<file path="src/rtl/acccs_pkg.sv">
// Package for the calibration configuration and status register bank.
// Assumes a single device clock domain and an 8-bit plain register port.
package acccs_pkg;

    // ------------------------------------------------------------------
    // Register offsets, widths and reset values
    // ------------------------------------------------------------------
    localparam int ADDR_W = 8;
    localparam int DATA_W = 8;
    localparam logic [7:0] OFS_OFFSET_CAL_CONFIG = 8'h65;
    localparam logic [7:0] OFS_BG_CONTROL = 8'h66;
    localparam logic [7:0] OFS_AVERAGING_CONFIG = 8'h68;
    localparam logic [7:0] OFS_CALIBRATION_STATUS = 8'h6A;
    localparam logic [7:0] OFS_CALIBRATION_PIN_SETUP = 8'h6B;
    localparam logic [7:0] OFS_SOFT_TRIGGER = 8'h6C;
    localparam logic [7:0] OFS_IRQ_STATUS = 8'h70;
    localparam logic [7:0] OFS_IRQ_MASK = 8'h71;
    localparam logic [7:0] RST_OFFSET_CAL_CONFIG = 8'h01;
    localparam logic [7:0] RST_AVERAGING_CONFIG = 8'h61;
    localparam logic [7:0] RST_CALIBRATION_PIN_SETUP = 8'h00;
    localparam logic [7:0] RST_BG_CONTROL = 8'h00;
    localparam logic [7:0] RST_SOFT_TRIGGER = 8'h01;
    localparam logic [7:0] RST_ZERO = 8'h00;

    // ------------------------------------------------------------------
    // Field positions
    // ------------------------------------------------------------------
    localparam int BIT_OFFSET_REF = 2;
    localparam int BIT_BG_ENABLE = 0;
    localparam int BIT_SOFT_TRIG = 0;
    localparam int BIT_TRIG_SRC = 0;
    localparam int BIT_FOREGROUND_COMPLETE_FLAG = 0;
    localparam int BIT_HALTED = 1;
    localparam int STAT_CODE_LSB = 2;
    localparam int STAT_CODE_MSB = 4;
    localparam int OFFSET_AVG_LSB = 4;
    localparam int OFFSET_AVG_MSB = 6;
    localparam int LIN_AVG_LSB = 0;
    localparam int LIN_AVG_MSB = 2;
    localparam int PIN_SEL_LSB = 1;
    localparam int PIN_SEL_MSB = 2;
    localparam int IRQ_W = 3;
    localparam int IRQ_FG = 0;
    localparam int IRQ_HALT = 1;
    localparam int IRQ_ALARM = 2;

    // ------------------------------------------------------------------
    // Status pin source encodings
    // ------------------------------------------------------------------
    typedef enum logic [1:0] {
        ACCCS_PIN_FG = 2'b00,
        ACCCS_PIN_HALT = 2'b01,
        ACCCS_PIN_ALARM = 2'b10,
        ACCCS_PIN_LOW = 2'b11
    } acccs_pin_sel_t;

    // Settings handed to the calibration engine.
    typedef struct packed {
        logic offset_reference_select;
        logic background_calibration_enable;
        logic [2:0] offset_average_depth;
        logic [2:0] linearity_average_depth;
    } acccs_cfg_t;

    // Progress reported by the calibration engine.
    typedef struct packed {
        logic fg_finished;
        logic bg_stopped;
        logic resumed;
        logic [2:0] code;
    } acccs_engine_t;

endpackage

</file>
<file path="src/rtl/acccs_regs.sv">
// Calibration configuration and status register bank with status pin and
// trigger routing. Assumes a plain register port on CLK and an engine on CLK.
//
// Notes on behaviour
// Offset reference select at 0 asks the engine to calibrate toward mid-code.
// Offset reference select at 1 asks the engine to use the spare converter as reference.
// Software sets the offset reference select only while background calibration is on.
// Offset averaging depth sits in bits 6:4 of the averaging register and resets to 6.
// Linearity averaging depth sits in bits 2:0 of the averaging register and resets to 1.
// The status register is read-only and holds a 3-bit status code in bits 4:2.
// The halted flag in bit 1 reads 1 once background calibration has stopped.
// The halted flag returns to 0 as soon as calibration resumes.
// With background disabled the halted flag sets when foreground finishes or is skipped.
// The foreground-complete flag in bit 0 reads 1 when foreground finished or was skipped.
// Software writes reset values into every reserved field.
// The pin source field routes done, halted, alarm or a constant low to the status pin.
// The trigger source bit picks the hardware input at 1 and the software bit at 0.
// The background enable bit resets to 0 and turns background calibration on at 1.
// Reset restores writable fields to their reset values and clears status flags.
// Writes to the status register are ignored.
//
// Local design decision: the strobed register port.
`timescale 1ns/10ps
`default_nettype none

module acccs_regs (
    // Clock and reset.
    input wire logic CLK,
    input wire logic NRST,
    // Register port.
    input wire logic [acccs_pkg::ADDR_W-1:0] ADDR,
    input wire logic [acccs_pkg::DATA_W-1:0] WDATA,
    input wire logic WR,
    input wire logic RD,
    output logic [acccs_pkg::DATA_W-1:0] RDATA,
    // Calibration engine side.
    input wire acccs_pkg::acccs_engine_t ENGINE,
    input wire logic ALARM,
    output acccs_pkg::acccs_cfg_t CFG,
    output logic CAL_TRIGGER,
    // Pins.
    input wire logic HARDWARE_TRIGGER_INPUT,
    output logic CALIBRATION_STATUS_PIN,
    // Interrupt.
    output logic IRQ
);

    logic [7:0] offset_cal_config;
    logic [7:0] averaging_config;
    logic [7:0] calibration_pin_setup;
    logic [7:0] bg_control;
    logic [7:0] soft_trigger;
    logic foreground_complete_flag;
    logic halted_flag;
    logic [2:0] status_code;
    logic [acccs_pkg::IRQ_W-1:0] irq_status;
    logic [acccs_pkg::IRQ_W-1:0] irq_mask;
    logic [acccs_pkg::IRQ_W-1:0] irq_event;
    logic [2:0] trig_sync;
    logic trig_clean;
    logic alarm_q;
    logic fg_q;
    logic halt_q;
    logic [7:0] next_rdata;
    acccs_pkg::acccs_pin_sel_t pin_sel;

    // Decodes a write strobe at one offset.
    function automatic logic wr_hit(input logic [7:0] a, input logic w, input logic [7:0] ofs);
        wr_hit = w && (a == ofs);
    endfunction

    // ------------------------------------------------------------------
    // Writable configuration
    // ------------------------------------------------------------------

    // Reserved bits are stored as written; software keeps them at reset values.
    always_ff @(posedge CLK or negedge NRST) begin
        if (!NRST) begin
            offset_cal_config <= acccs_pkg::RST_OFFSET_CAL_CONFIG;
            averaging_config <= acccs_pkg::RST_AVERAGING_CONFIG;
            calibration_pin_setup <= acccs_pkg::RST_CALIBRATION_PIN_SETUP;
            bg_control <= acccs_pkg::RST_BG_CONTROL;
            soft_trigger <= acccs_pkg::RST_SOFT_TRIGGER;
        end else begin
            if (wr_hit(ADDR, WR, acccs_pkg::OFS_OFFSET_CAL_CONFIG)) begin
                offset_cal_config <= WDATA;
            end
            if (wr_hit(ADDR, WR, acccs_pkg::OFS_AVERAGING_CONFIG)) begin
                averaging_config <= WDATA;
            end
            if (wr_hit(ADDR, WR, acccs_pkg::OFS_CALIBRATION_PIN_SETUP)) begin
                calibration_pin_setup <= WDATA;
            end
            if (wr_hit(ADDR, WR, acccs_pkg::OFS_BG_CONTROL)) begin
                bg_control <= WDATA;
            end
            if (wr_hit(ADDR, WR, acccs_pkg::OFS_SOFT_TRIGGER)) begin
                soft_trigger <= WDATA;
            end
        end
    end

    // Settings fed to the engine; reference choice passes straight through.
    always_comb begin
        CFG.offset_reference_select = offset_cal_config[acccs_pkg::BIT_OFFSET_REF];
        CFG.background_calibration_enable = bg_control[acccs_pkg::BIT_BG_ENABLE];
        CFG.offset_average_depth =
            averaging_config[acccs_pkg::OFFSET_AVG_MSB:acccs_pkg::OFFSET_AVG_LSB];
        CFG.linearity_average_depth =
            averaging_config[acccs_pkg::LIN_AVG_MSB:acccs_pkg::LIN_AVG_LSB];
    end

    // ------------------------------------------------------------------
    // Status flags
    // ------------------------------------------------------------------

    // There is no software write path here, so status writes have no effect.
    always_ff @(posedge CLK or negedge NRST) begin
        if (!NRST) begin
            foreground_complete_flag <= 1'b0;
            halted_flag <= 1'b0;
            status_code <= 3'h0;
        end else begin
            status_code <= ENGINE.code;
            if (ENGINE.fg_finished) begin
                foreground_complete_flag <= 1'b1;
            end
            // Resume wins over a stop seen in the same cycle, since it is newer.
            if (ENGINE.resumed) begin
                halted_flag <= 1'b0;
            end else if (ENGINE.bg_stopped) begin
                halted_flag <= 1'b1;
            end else if (!CFG.background_calibration_enable && ENGINE.fg_finished) begin
                halted_flag <= 1'b1;
            end
        end
    end

    // ------------------------------------------------------------------
    // Trigger pin synchroniser and source select
    // ------------------------------------------------------------------

    // Three flops; a change counts once the last two agree.
    always_ff @(posedge CLK or negedge NRST) begin
        if (!NRST) begin
            trig_sync <= 3'h0;
            trig_clean <= 1'b0;
        end else begin
            trig_sync <= {trig_sync[1:0], HARDWARE_TRIGGER_INPUT};
            if (trig_sync[2] == trig_sync[1]) begin
                trig_clean <= trig_sync[2];
            end
        end
    end

    assign CAL_TRIGGER = calibration_pin_setup[acccs_pkg::BIT_TRIG_SRC]
        ? trig_clean : soft_trigger[acccs_pkg::BIT_SOFT_TRIG];

    // ------------------------------------------------------------------
    // Status pin
    // ------------------------------------------------------------------

    // The select field decodes straight into the pin source encoding.
    assign pin_sel = acccs_pkg::acccs_pin_sel_t'(
        calibration_pin_setup[acccs_pkg::PIN_SEL_MSB:acccs_pkg::PIN_SEL_LSB]);

    // Registered so the pin never glitches while the select changes.
    always_ff @(posedge CLK or negedge NRST) begin
        if (!NRST) begin
            CALIBRATION_STATUS_PIN <= 1'b0;
        end else begin
            case (pin_sel)
                acccs_pkg::ACCCS_PIN_FG: CALIBRATION_STATUS_PIN <= foreground_complete_flag;
                acccs_pkg::ACCCS_PIN_HALT: CALIBRATION_STATUS_PIN <= halted_flag;
                acccs_pkg::ACCCS_PIN_ALARM: CALIBRATION_STATUS_PIN <= ALARM;
                default: CALIBRATION_STATUS_PIN <= 1'b0;
            endcase
        end
    end

    // ------------------------------------------------------------------
    // Interrupts
    // ------------------------------------------------------------------

    // Rising edges of done, halted and alarm are the events.
    always_ff @(posedge CLK or negedge NRST) begin
        if (!NRST) begin
            fg_q <= 1'b0;
            halt_q <= 1'b0;
            alarm_q <= 1'b0;
        end else begin
            fg_q <= foreground_complete_flag;
            halt_q <= halted_flag;
            alarm_q <= ALARM;
        end
    end

    assign irq_event = {ALARM & ~alarm_q, halted_flag & ~halt_q, foreground_complete_flag & ~fg_q};

    // Write one to clear; a new event in the same cycle keeps its bit set.
    always_ff @(posedge CLK or negedge NRST) begin
        if (!NRST) begin
            irq_status <= '0;
            irq_mask <= '0;
        end else begin
            if (wr_hit(ADDR, WR, acccs_pkg::OFS_IRQ_STATUS)) begin
                irq_status <= (irq_status & ~WDATA[acccs_pkg::IRQ_W-1:0]) | irq_event;
            end else begin
                irq_status <= irq_status | irq_event;
            end
            if (wr_hit(ADDR, WR, acccs_pkg::OFS_IRQ_MASK)) begin
                irq_mask <= WDATA[acccs_pkg::IRQ_W-1:0];
            end
        end
    end

    assign IRQ = |(irq_status & irq_mask);

    // ------------------------------------------------------------------
    // Read path
    // ------------------------------------------------------------------

    // Unmapped offsets read as zero.
    always_comb begin
        next_rdata = acccs_pkg::RST_ZERO;
        if (ADDR == acccs_pkg::OFS_OFFSET_CAL_CONFIG) begin
            next_rdata = offset_cal_config;
        end else if (ADDR == acccs_pkg::OFS_AVERAGING_CONFIG) begin
            next_rdata = averaging_config;
        end else if (ADDR == acccs_pkg::OFS_CALIBRATION_STATUS) begin
            next_rdata[acccs_pkg::STAT_CODE_MSB:acccs_pkg::STAT_CODE_LSB] = status_code;
            next_rdata[acccs_pkg::BIT_HALTED] = halted_flag;
            next_rdata[acccs_pkg::BIT_FOREGROUND_COMPLETE_FLAG] = foreground_complete_flag;
        end else if (ADDR == acccs_pkg::OFS_CALIBRATION_PIN_SETUP) begin
            next_rdata = calibration_pin_setup;
        end else if (ADDR == acccs_pkg::OFS_BG_CONTROL) begin
            next_rdata = bg_control;
        end else if (ADDR == acccs_pkg::OFS_SOFT_TRIGGER) begin
            next_rdata = soft_trigger;
        end else if (ADDR == acccs_pkg::OFS_IRQ_STATUS) begin
            next_rdata[acccs_pkg::IRQ_W-1:0] = irq_status;
        end else if (ADDR == acccs_pkg::OFS_IRQ_MASK) begin
            next_rdata[acccs_pkg::IRQ_W-1:0] = irq_mask;
        end
    end

    // Read data stands only in the cycle after the strobe.
    always_ff @(posedge CLK or negedge NRST) begin
        if (!NRST) begin
            RDATA <= acccs_pkg::RST_ZERO;
        end else begin
            RDATA <= RD ? next_rdata : acccs_pkg::RST_ZERO;
        end
    end
endmodule

`default_nettype wire

</file>
<file path="config.mk">
export PLATFORM = sky130hd
export DESIGN_NAME = acccs_regs
export DESIGN_NICKNAME = d
export VERILOG_FILES = /design/src/rtl/acccs_pkg.sv /design/src/rtl/acccs_regs.sv
export SDC_FILE = /design/constraint.sdc
export NUM_CORES = 1
export LEC_CHECK = 0
export BUFFER_PORTS_ARGS = -buffer_cell sky130_fd_sc_hd__buf_4
export CORE_MARGIN = 2
export CORE_UTILIZATION = 47
export DETAILED_ROUTE_END_ITERATION = 16
export GPL_ROUTABILITY_DRIVEN = 0
export PLACE_DENSITY = 0.68
export SLEW_MARGIN = 15
export SYNTH_ARGS = -nofsm -noshare
export SYNTH_HDL_FRONTEND = slang
export SYNTH_SLANG_ARGS = --single-unit
</file>
<file path="constraint.sdc">
create_clock -name CLK -period 1.5 [get_ports CLK]
set_input_delay 0.075 -clock CLK [delete_from_list [all_inputs] [get_ports CLK]]
set_output_delay 0.075 -clock CLK [all_outputs]
set_load 0.1 [all_outputs]
</file>
# After elaboration in Yosys (flattened, before gate mapping)
# Index checks and enable logic that the tools add are counted.
op_classes:
  eq_ne: 11
  bitwise: 11
  n_reduce_logical: 12
  n_mux: 17
ops:
  columns: ["cell", "count"]
  rows:
  - ["8-bit by 7-bit equality test with 1-bit output, second input constant", 8]
  - ["8-bit two-way mux", 5]
  - ["3-bit two-way mux", 5]
  - ["5-bit two-way mux", 2]
  - ["1-bit logical AND", 8]
  - ["3-bit bitwise AND", 2]
  - ["3-bit bitwise OR", 2]
  - ["1-bit two-way mux", 4]
  - ["1-bit bitwise AND", 3]
  - ["1-bit inverter", 3]
  - ["3-bit inverter", 1]
  - ["1-bit one-hot mux with 3 select lines", 1]
  - ["3-bit nonzero test", 1]
  - ["3-bit OR reduction", 1]
  - ["2-bit by 1-bit equality test with 1-bit output, second input constant", 1]
  - ["2-bit equality test, second input constant", 1]
  - ["2-bit logical NOT", 1]
  - ["1-bit equality test", 1]
  - ["1-bit logical NOT", 1]
word_totals:
  reg_bits: 67
  word_cells: 68
  in_bits: 28

# Depth between registers and ports, before layout
# Gate-level depths: netlist of the first run.
logic_depth:
  ltp_word: 10
  depth_mapped: 6
  ltp_nobuf: 4

# Worst setup path before layout of the first run
# OpenSTA, ideal clock, no wires.
synth_path:
  kind: "register to register"
  start: "reg averaging_config[0]"
  end: "reg RDATA[0] in the netlist's numbering"
  arrival_time_ns: 1.290
  required_time_ns: 1.418
  n_path_buf: 0
  period_less_slack_ns: 1.372
  slack_ns: 0.128
  stages_incl_launch_ff: 5
  path_cell_list: "dfstp_2 nand2b_1 a2111oi_1 o211ai_1 a31oi_1"
synth_between:
  elab_chain_cells: 3
synth_lines:
  columns: ["item", "line_no", "source"]
  rows:
  - ["start, declared", "acccs_regs.sv:49", "logic [7:0] averaging_config;"]
  - ["start signal, assigned", "acccs_regs.sv:80", "averaging_config <= acccs_pkg::RST_AVERAGING_CONFIG;"]
  - ["8-bit two-way mux", "acccs_regs.sv:228", "end else if (ADDR == acccs_pkg::OFS_AVERAGING_CONFIG) begin"]
  - ["8-bit two-way mux", "acccs_regs.sv:226", "if (ADDR == acccs_pkg::OFS_OFFSET_CAL_CONFIG) begin"]
  - ["8-bit two-way mux", "acccs_regs.sv:252", "RDATA <= RD ? next_rdata : acccs_pkg::RST_ZERO;"]
  - ["end signal, assigned", "acccs_regs.sv:250", "RDATA <= acccs_pkg::RST_ZERO;"]
  - ["end signal, assigned", "acccs_regs.sv:252", null]
  - ["end, declared", "acccs_regs.sv:35", "output logic [acccs_pkg::DATA_W-1:0] RDATA,"]
# Every way passes these cells.
# A chain may end at the register's enable or synchronous reset.

# Worst setup path in the final report of the first run
layout_path:
  start: "reg irq_status[2] in the netlist's numbering"
  end: "out IRQ"
layout_between:
  elab_chain_cells: 2
layout_lines:
  columns: ["item", "line_no", "source"]
  rows:
  - ["start, declared", "acccs_regs.sv:56", "logic [acccs_pkg::IRQ_W-1:0] irq_status;"]
  - ["start signal, assigned", "acccs_regs.sv:207", "irq_status <= (irq_status & ~WDATA[acccs_pkg::IRQ_W-1:0]) | irq_event;"]
  - ["start signal, assigned", "acccs_regs.sv:209", "irq_status <= irq_status | irq_event;"]
  - ["3-bit bitwise AND", "acccs_regs.sv:217", "assign IRQ = |(irq_status & irq_mask);"]
  - ["3-bit OR reduction", "acccs_regs.sv:217", null]
  - ["end, declared", "acccs_regs.sv:45", "output logic IRQ"]
# Every way passes these cells.

==> results.yml, run 1 <==
timing:
  grt_setup_unrepaired: "true"
  slew_viol_final: 0
  hold_ws_ns: 0.0144
  tightestPinTransition_ns: 0.531
  hold_viol: 0
  post-route-period-util_pct: 97.7
  finalSetupViolations: 0
  fin_worst_skew_ns: 0.00450
  relSlewSlack_pct: 64.5
  max_freq_mhz: 682
  fin_crit_ns: 1.47
  setup-tns-final_ns: 0
cts:
  cts_tree: "yes"
  cts_root_buf: "clkbuf_8"
  clock_latency_ns: 0.35
  post_cts_buffers: 0
  clock_sinks: 67
  clockBufferDepth: 2
  cts_htree_levels: 3
  numCtsBuffers: 9
  clk_pin_slew_ns: 0.07
synth:
  ys_warn_count: 0
  yosysUniqueCellTypes: 51
  synth_area_um2: 3170
  yosysSeqAreaShare_pct: 53.1
  synth.largest_area_cell: "dfrtp_1"
  synth-seq-cells: 67
  async_flop_share_pct: 100
  synth_cells: 252
  syn_nets: 280
  netlist.area_leader.share_pct: 48.9
  synthFlopType: "dfrtp_1"
  syn_avg_cell_area_um2: 12.6
  synth.area.top_cells: "dfrtp_1, mux2_2, mux2_1"
  synth_edf_count: 0
floorplanning:
  fp.dieH_um: 86.2
  core_region_area_um2: 6420
  dieArea_um2: 7420
  initial_core_util_pct: 49.4
  fp.dieW_um: 86.2
  rows: 29
  ios: 47
route:
  wl_per_cell_um: 18.2
  via_per_inst: 5.70
  first_iter_violations: 216
  wl_um: 7540
  via_count: 2364
  dr.pass1.iters: 4
  detail-route-antenna-nets: 0
  drc: 0
place:
  hpwl_um: 5490
  portBuffers: 46
  place_inst: 385
power_and_ir_drop:
  leakagePower_nw: 1.94
  ir_drop_mv: 0.549
  power_mw: 3.97
  p_per_area_nw_per_um2: 972
job:
  drv_cap: 0
final_layout:
  drive_gt1_share_pct: 40.8
  fillers: 528
  num_antenna_cells: 0
  syn_to_final_growth_pct: 28.9
  fin_cells: 415
  final_nets: 361
global_route:
  grt_pass1_vias: 2442
  grt_usage_pct: 22.3
  antenna_found_initial: 0
  grt_max_degree: 35
  grt_pass1_wl_um: 12500
  grt_overflow: 0
min_path:
  hold_class: "in2reg"
setup_path:
  path_cells: "a222oi_1 > inv_1 > buf_6"
  endpoint_kind: "output pin"
  crit_required_ns: 1.42
  critPathSlowestCell: "dfrtp_1"
  critPathKind: "reg2out"
  worst_path_largest_cell_delay_ns: 0.42
  critPathMaxFanout: 3
  critPathTopFamily: "flip-flops"
  crit_buf_inv: 2
  arrival_ns: 1.39
  cp-start-kind: "register"
outcome:
  status: "finished clean"
area by class of cell:
| class | instances | area [µm²] | area share (%) |
|---|---|---|---|
| Sequential cell | 67 | 1680 | 41.2 |
| Clock inverter | 2 | 35.0 | 0.857 |
| Tap cell | 77 | 96.3 | 2.36 |
| Clock buffer | 14 | 163 | 3.98 |
| Timing Repair Buffer | 91 | 734 | 18.0 |
| Multi-Input combinational cell | 155 | 1340 | 32.9 |
| Inverter | 9 | 33.8 | 0.826 |
worst reg2reg max path, stage by stage (launching register included):
cell and delay, ns:
dfrtp_1 0.39, nand2b_1 0.08, a2111oi_2 0.47, a311oi_1 0.11, a211oi_1 0.25
worst paths after layout:
check	start	depth (start not counted)	slack [ns]	to
setup / recovery	irq_status[2]	3	0.03	IRQ
hold / removal	WDATA[0]	2	0.01	bg_control[0]
setup reg to reg	averaging_config[1]	4	0.10	RDATA[1]
hold reg to reg	trig_sync[0]	0	0.35	trig_sync[1]
max in group asynchronous	NRST	3	0.79	soft_trigger[3]
min in group asynchronous	NRST	2	0.21	trig_sync[0]
through the flow:
| step | instance area (µm²) | utilization, % | worst slack [ns] |
|---|---|---|---|
| after floorplan | 3170 | - | 0.128 |
| after global placement | 3730 | 58.1 | -0.142 |
| after detailed placement | 3730 | 58.1 | -0.182 |
| after CTS | 4080 | 63.5 | 0.0157 |
| after global routing | 4090 | 63.7 | -0.0776 |
| final | 4090 | 63.7 | 0.0343 |
cell usage in the layout (no fill, tap or decap), types with 4 or more instances in the layout:
cell           instances
clkbuf_8              11
mux2_1                17
nand2_1                5
dfrtp_1               62
nor3_1                 4
dlygate4sd3_1         14
dfstp_2                5
o2bb2ai_1              7
buf_4                 75
inv_1                  9
nand2b_1               6
nand3_1                5
a21oi_1                6
mux2_2                31
a22oi_1                5
nor2b_1                6
flip-flops by register name (all words and copies together) (netlist names), 3 cells and up:
signal and flops:
RDATA 8, bg_control 8, calibration_pin_setup 8, offset_cal_config 8, soft_trigger 8, status_code 3
irq_status 3, trig_sync 3, irq_mask 3, averaging_config 8
what timing repair did:
item | in CTS | in global routing
resized for setup | 2 | 2
endpoints found under the hold margin | 60 | 0
pin swaps | 0 | 2
endpoints found under the setup margin | 2 | 2
hold buffers | 14 | 0
power by group:
part	switching, mW	internal, mW
Sequential	0.0467	1.89
Clock	0.648	0.858
Combinational	0.324	0.210
Total	1.02	2.96
routing by layer:
layer | share of wire (%) | vias up | track usage (%) | wire length [µm]
li1 | - | 1103 | - | -
met1 | 47 | 1177 | 31.3 | 3540
met2 | 47 | 72 | 33.6 | 3510
met3 | 5.4 | 12 | 6.45 | 406
met4 | 1.1 | 0 | 7.07 | 85
met5 | 0 | - | 0 | 0
cells by family after synthesis:
logic type               synth area share [%]
AO/OA/AOI/OAI                            11.0
XOR/XNOR                                0.276
adder cells (fa/ha/maj)                 0.316
buffers and inverters                    5.05
flip-flops                               53.1
multiplexers                             18.0
AND/OR/NAND/NOR                          12.3
cells in the mapped netlist (all sizes together) (2+ instances only):
master    n
nor2b     7
nor4b     2
o2bb2ai   7
nor3      4
buf      19
dfstp     5
and3b     2
nand2b    6
nor2      5
a22oi     5
nor4      2
nand4bb   3
o221ai    2
a21oi     6
a211oi    3
clkbuf    2
o211ai    2
mux2i     3
mux2     48
a31oi     2
inv       9
a32oi     2
a311oi    3
nand2     6
nand4     2
and3      3
nand3b    2
nor3b     2
a2111oi   3
nand3     6
dfrtp    62
a22o      2
o221a     3
and4      3
(Power assumes the default switching activity.)
==> inputs of run 2 (changes only) <==
BUFFER_PORTS_ARGS = -buffer_cell sky130_fd_sc_hd__buf_2   (was -buffer_cell sky130_fd_sc_hd__buf_4)
==> run 2 against run 1 <==
  * Sequential share of layout area is 1.3 points higher
  * Flip-flop and latch count did not move
  * Critical path type unchanged
  * Routed wire length down 0.96%
  * Die area stayed put
  * Sequential power barely moved
  * Clock-buffer cell count decreased by 3
==> results.yml, run 2 (synthesized netlist as in run 1, its figures left out) <==
job:
  drv_cap: 0
place:
  portBuffers: 46
  place_inst: 387
  hpwl_um: 5430
route:
  drc: 0
  via_per_inst: 5.57
  first_iter_violations: 182
  wl_um: 7470
  via_count: 2306
  wl_per_cell_um: 18.0
  detail-route-antenna-nets: 0
  dr.pass1.iters: 4
timing:
  fin_worst_skew_ns: 0.0113
  slew_viol_final: 0
  post-route-period-util_pct: 96.9
  hold_viol: 0
  tightestPinTransition_ns: 0.645
  grt_setup_unrepaired: "true"
  finalSetupViolations: 0
  relSlewSlack_pct: 56.9
  fin_crit_ns: 1.45
  max_freq_mhz: 688
final_layout:
  register_area_um2: 1680
  num_antenna_cells: 0
  fin_util_pct: 61.8
  fillers: 514
  drive_gt1_share_pct: 41.8
  fin_cells: 414
  syn_to_final_growth_pct: 25.1
  multi_input_area_um2: 1360
  layout_common_cells: "dfrtp_1, buf_2, buf_4"
  final_common_cell: "dfrtp_1"
  final_nets: 360
floorplanning:
  ios: 47
  core_region_area_um2: 6420
  fp.dieH_um: 86.2
  initial_core_util_pct: 49.4
  rows: 29
  fp.dieW_um: 86.2
  dieArea_um2: 7420
cts:
  post_cts_buffers: 0
  clock_latency_ns: 0.35
  cts_root_buf: "clkbuf_8"
  cts_htree_levels: 3
  clk_pin_slew_ns: 0.07
  clock_sinks: 67
  cts_tree: "yes"
  numCtsBuffers: 9
  clockBufferDepth: 2
power_and_ir_drop:
  p_seq_share_pct: 52.3
  p_per_area_nw_per_um2: 931
  ir_drop_mv: 0.653
  combPwrFrac_pct: 13.8
  intPower_mw: 2.66
  swShare_pct: 27.9
  leakagePower_nw: 1.90
  power.switching_mw: 1.03
  clock_power_share_pct: 33.9
min_path:
  hold_class: "in2reg"
  min_path_cells: 2
setup_path:
  path_cells: "a222oi_1 > inv_1 > buf_6"
  reg2reg_depth: 3
  cp-start-kind: "register"
  critPathMaxFanout: 3
  endpoint_kind: "output pin"
  arrival_ns: 1.38
  critPathKind: "reg2out"
  critPathSlowestCell: "dfrtp_1"
  worst_path_largest_cell_delay_ns: 0.42
  crit_required_ns: 1.42
outcome:
  status: "finished clean"
global_route:
  grt_usage_pct: 21.8
  antenna_found_initial: 0
  grt_pass1_vias: 2371
  grt_max_degree: 28
  grt_overflow: 0
  grt_pass1_wl_um: 12200
## run 2: changes by cell type in the layout (fill, tap and decap cells not counted), moves of 2 or more
cell	change
buf_2	+43
buf_4	-43
dlygate4sd3_1	-3
buf_12	+2
clkbuf_8	-2
clkinv_2	+2
clkinvlp_4	+2
## run 2: final cells by class
cell class	instances	area share, %
flip-flops and latches	67	42.4
multi-input cells	155	34.2
repair buffers	90	16.1
clock buffers	11	3.31
well taps	77	2.43
inverters	9	0.851
clock inverters	5	0.757
## run 2: power groups by stage
stage / clock [mW] / sequential, mW / combinational [mW]
after global routing: 1.36 / 1.94 / 0.547
after floorplan: 0 / 1.97 / 0.287
after detailed placement: 0 / 1.97 / 0.477
after CTS: 1.29 / 1.93 / 0.508
after global placement: 0 / 1.96 / 0.470
final: 1.25 / 1.93 / 0.509
## run 2: path summary, 6_finish.rpt
check                           slack (ns)                   to           from
max in group asynchronous             0.72  averaging_config[6]           NRST
min in group asynchronous             0.21         trig_sync[0]           NRST
worst max-delay path                  0.05                  IRQ  irq_status[2]
worst min register to register        0.35         trig_sync[1]   trig_sync[0]
worst min-delay path                  0.02      soft_trigger[4]       WDATA[4]
worst max register to register        0.11          halted_flag  bg_control[0]
## run 2: through the flow
| step | TNS, ns | total power, mW | hold slack [ns] | setup WS [ns] | area (µm²) |
|---|---|---|---|---|---|
| final | 0 | 3.69 | 0.0218 | 0.0471 | 3970 |
| after global routing | -0.0198 | 3.85 | 0.0156 | -0.0198 | 3970 |
| after CTS | 0 | 3.74 | 0.0129 | 0.0105 | 3950 |
| after detailed placement | -1.22 | 2.44 | 0.0459 | -0.207 | 3660 |
| after global placement | -0.848 | 2.43 | 0.0409 | -0.131 | 3660 |
| after floorplan | 0 | 2.26 | -0.221 | 0.128 | 3170 |
## run 2: what timing repair did
action,CTS,global route
hold buffers,11,0
endpoints found under the setup margin,3,4
hold endpoints to repair,26,0
pin swaps,0,1
resized for setup,4,3
## run 2: layer usage
| metal | global-route usage, % | vias to the layer above | routed length, µm |
|---|---|---|---|
| met3 | 5.10 | 7 | 349 |
| met1 | 29.4 | 1136 | 3400 |
| met2 | 34.8 | 62 | 3650 |
| met4 | 7.36 | 0 | 65 |
| met5 | 0 | - | 0 |
| li1 | - | 1101 | - |
## run 2: critical path, delay by kind of cell (launching register included)
family	cells	cell delay (ns)
buf+inv	2	0.28
flops	1	0.42
compound gates	1	0.33
==> inputs of run 3 (changes only) <==
RECOVER_POWER = 100   (was unset)
==> run 3 against run 2 <==
  * Die area unchanged
  * Largest cell class unchanged
  * Sequential share of layout area up 0.45 points
  * Setup slack better by 0.0032 ns
  * Largest power group unchanged
  * Clock-buffer cell count unchanged
  * Power about the same
  * Routed wire length down 0.15%
  * Clock power about the same
==> results.yml, run 3 (synthesized netlist as in run 1, its figures left out) <==
timing:
  finalSetupViolations: 0
  tightestPinTransition_ns: 1.04
  post-route-period-util_pct: 96.6
  relSlewSlack_pct: 30.5
  hold_viol: 0
  max_freq_mhz: 690
  fin_worst_skew_ns: 0.0113
  worst_slack_ns: 0.0503
  grt_setup_unrepaired: "true"
  setup-tns-final_ns: 0
  slew_viol_final: 0
  fin_crit_ns: 1.45
setup_path:
  critPathKind: "reg2out"
  r2r-end: "halted_flag"
  critPathMaxFanout: 3
  reg2reg_depth: 3
  cp-start-kind: "register"
  r2r_start: "bg_control[0]"
  arrival_ns: 1.37
  endpoint_kind: "output pin"
  reg2reg_slack_ns: 0.11
  crit_required_ns: 1.42
route:
  wl_met2_um: 3650
  via_per_inst: 5.61
  wl_met1_um: 3380
  dr.pass1.iters: 4
  wl_met3_um: 356
  via_count: 2324
  detail-route-antenna-nets: 0
  drc: 0
  top_layer: "met4"
  wl_um: 7460
  first_iter_violations: 170
  wl_per_cell_um: 18.0
cts:
  cts_tree: "yes"
  clockBufferDepth: 2
  clk_pin_slew_ns: 0.07
  cts_root_buf: "clkbuf_8"
  cts_htree_levels: 3
  clock_latency_ns: 0.35
  numCtsBuffers: 9
  clock_sinks: 67
place:
  dp_slack_ns: -0.207
  postPlaceCellArea_um2: 3660
  portBuffers: 46
  hpwl_um: 5430
final_layout:
  layout_common_cells: "dfrtp_1, mux2_2, buf_2"
  final_nets: 360
  final_common_cell: "dfrtp_1"
  num_antenna_cells: 0
  fillers: 523
  syn_to_final_growth_pct: 23.8
  drive_gt1_share_pct: 38.6
  fin_util_pct: 61.1
  fin_area_um2: 3930
power_and_ir_drop:
  power_mw: 3.69
  leakagePower_nw: 1.85
  ir_drop_mv: 0.652
  p_per_area_nw_per_um2: 940
min_path:
  hold_class: "in2reg"
  hp-start: "WDATA[4]"
  min_path_cells: 2
  min_to: "soft_trigger[4]"
floorplanning:
  initial_core_util_pct: 49.4
  rows: 29
  fp.dieW_um: 86.2
  fp.dieH_um: 86.2
  dieArea_um2: 7420
  core_region_area_um2: 6420
  ios: 47
global_route:
  grt_pass1_vias: 2371
  grt_max_degree: 28
  grt_usage_pct: 21.8
  grt_pass1_wl_um: 12200
  grt_overflow: 0
  antenna_found_initial: 0
job:
  drv_cap: 0
outcome:
  status: "finished clean"
-- run 3: stage by stage --
stage	hold slack, ns	cells
floorplan	-0.221	252
finish	0.0216	414
detailed placement	0.0459	387
global placement	0.0409	387
CTS	0.0129	414
global route	0.0156	414
-- run 3: how the worst max path moves through the flow --
stage | startpoint | end | slack, ns
floorplan | averaging_config[0] | RDATA[0] | 0.13
global placement | ADDR[7] | RDATA[0] | -0.13
detailed placement | ADDR[7] | RDATA[0] | -0.21
CTS | averaging_config[0] | RDATA[0] | 0.01
global route | irq_status[2] | IRQ | -0.02
finish | irq_status[2] | IRQ | 0.05
-- run 3: final cells by class --
class                           instances  area (µm²)  area share (%)
Timing Repair Buffer                   90         603            15.4
Sequential cell                        67        1680            42.9
Tap cell                               77        96.3            2.45
Clock buffer                           11         131            3.35
Clock inverter                          5        30.0           0.765
Multi-Input combinational cell        155        1350            34.4
Inverter                                9        33.8           0.860
-- run 3: what timing repair did --
action | CTS | global route
endpoints found under the hold margin | 26 | 0
buffers inserted | 0 | 0
hold buffers | 11 | 0
pin swaps | 0 | 1
endpoints found under the setup margin | 3 | 4
resized for setup | 4 | 3
-- run 3: layer usage --
layer  global-route usage, %  vias up
li1                        -     1100
met2                    34.8       72
met1                    29.4     1146
met4                    7.36        0
met3                    5.10        6
met5                       0        -
-- run 3: worst max-delay path, stage by stage (launching register included) --
cell,delay [ns]
dfrtp_1,0.42
a222oi_1,0.34
inv_1,0.09
buf_6,0.19
-- run 3: power breakdown --
part | internal (mW) | switching, mW | total [mW]
Clock | 0.591 | 0.664 | 1.25
Sequential | 1.89 | 0.0460 | 1.93
Combinational | 0.182 | 0.322 | 0.504
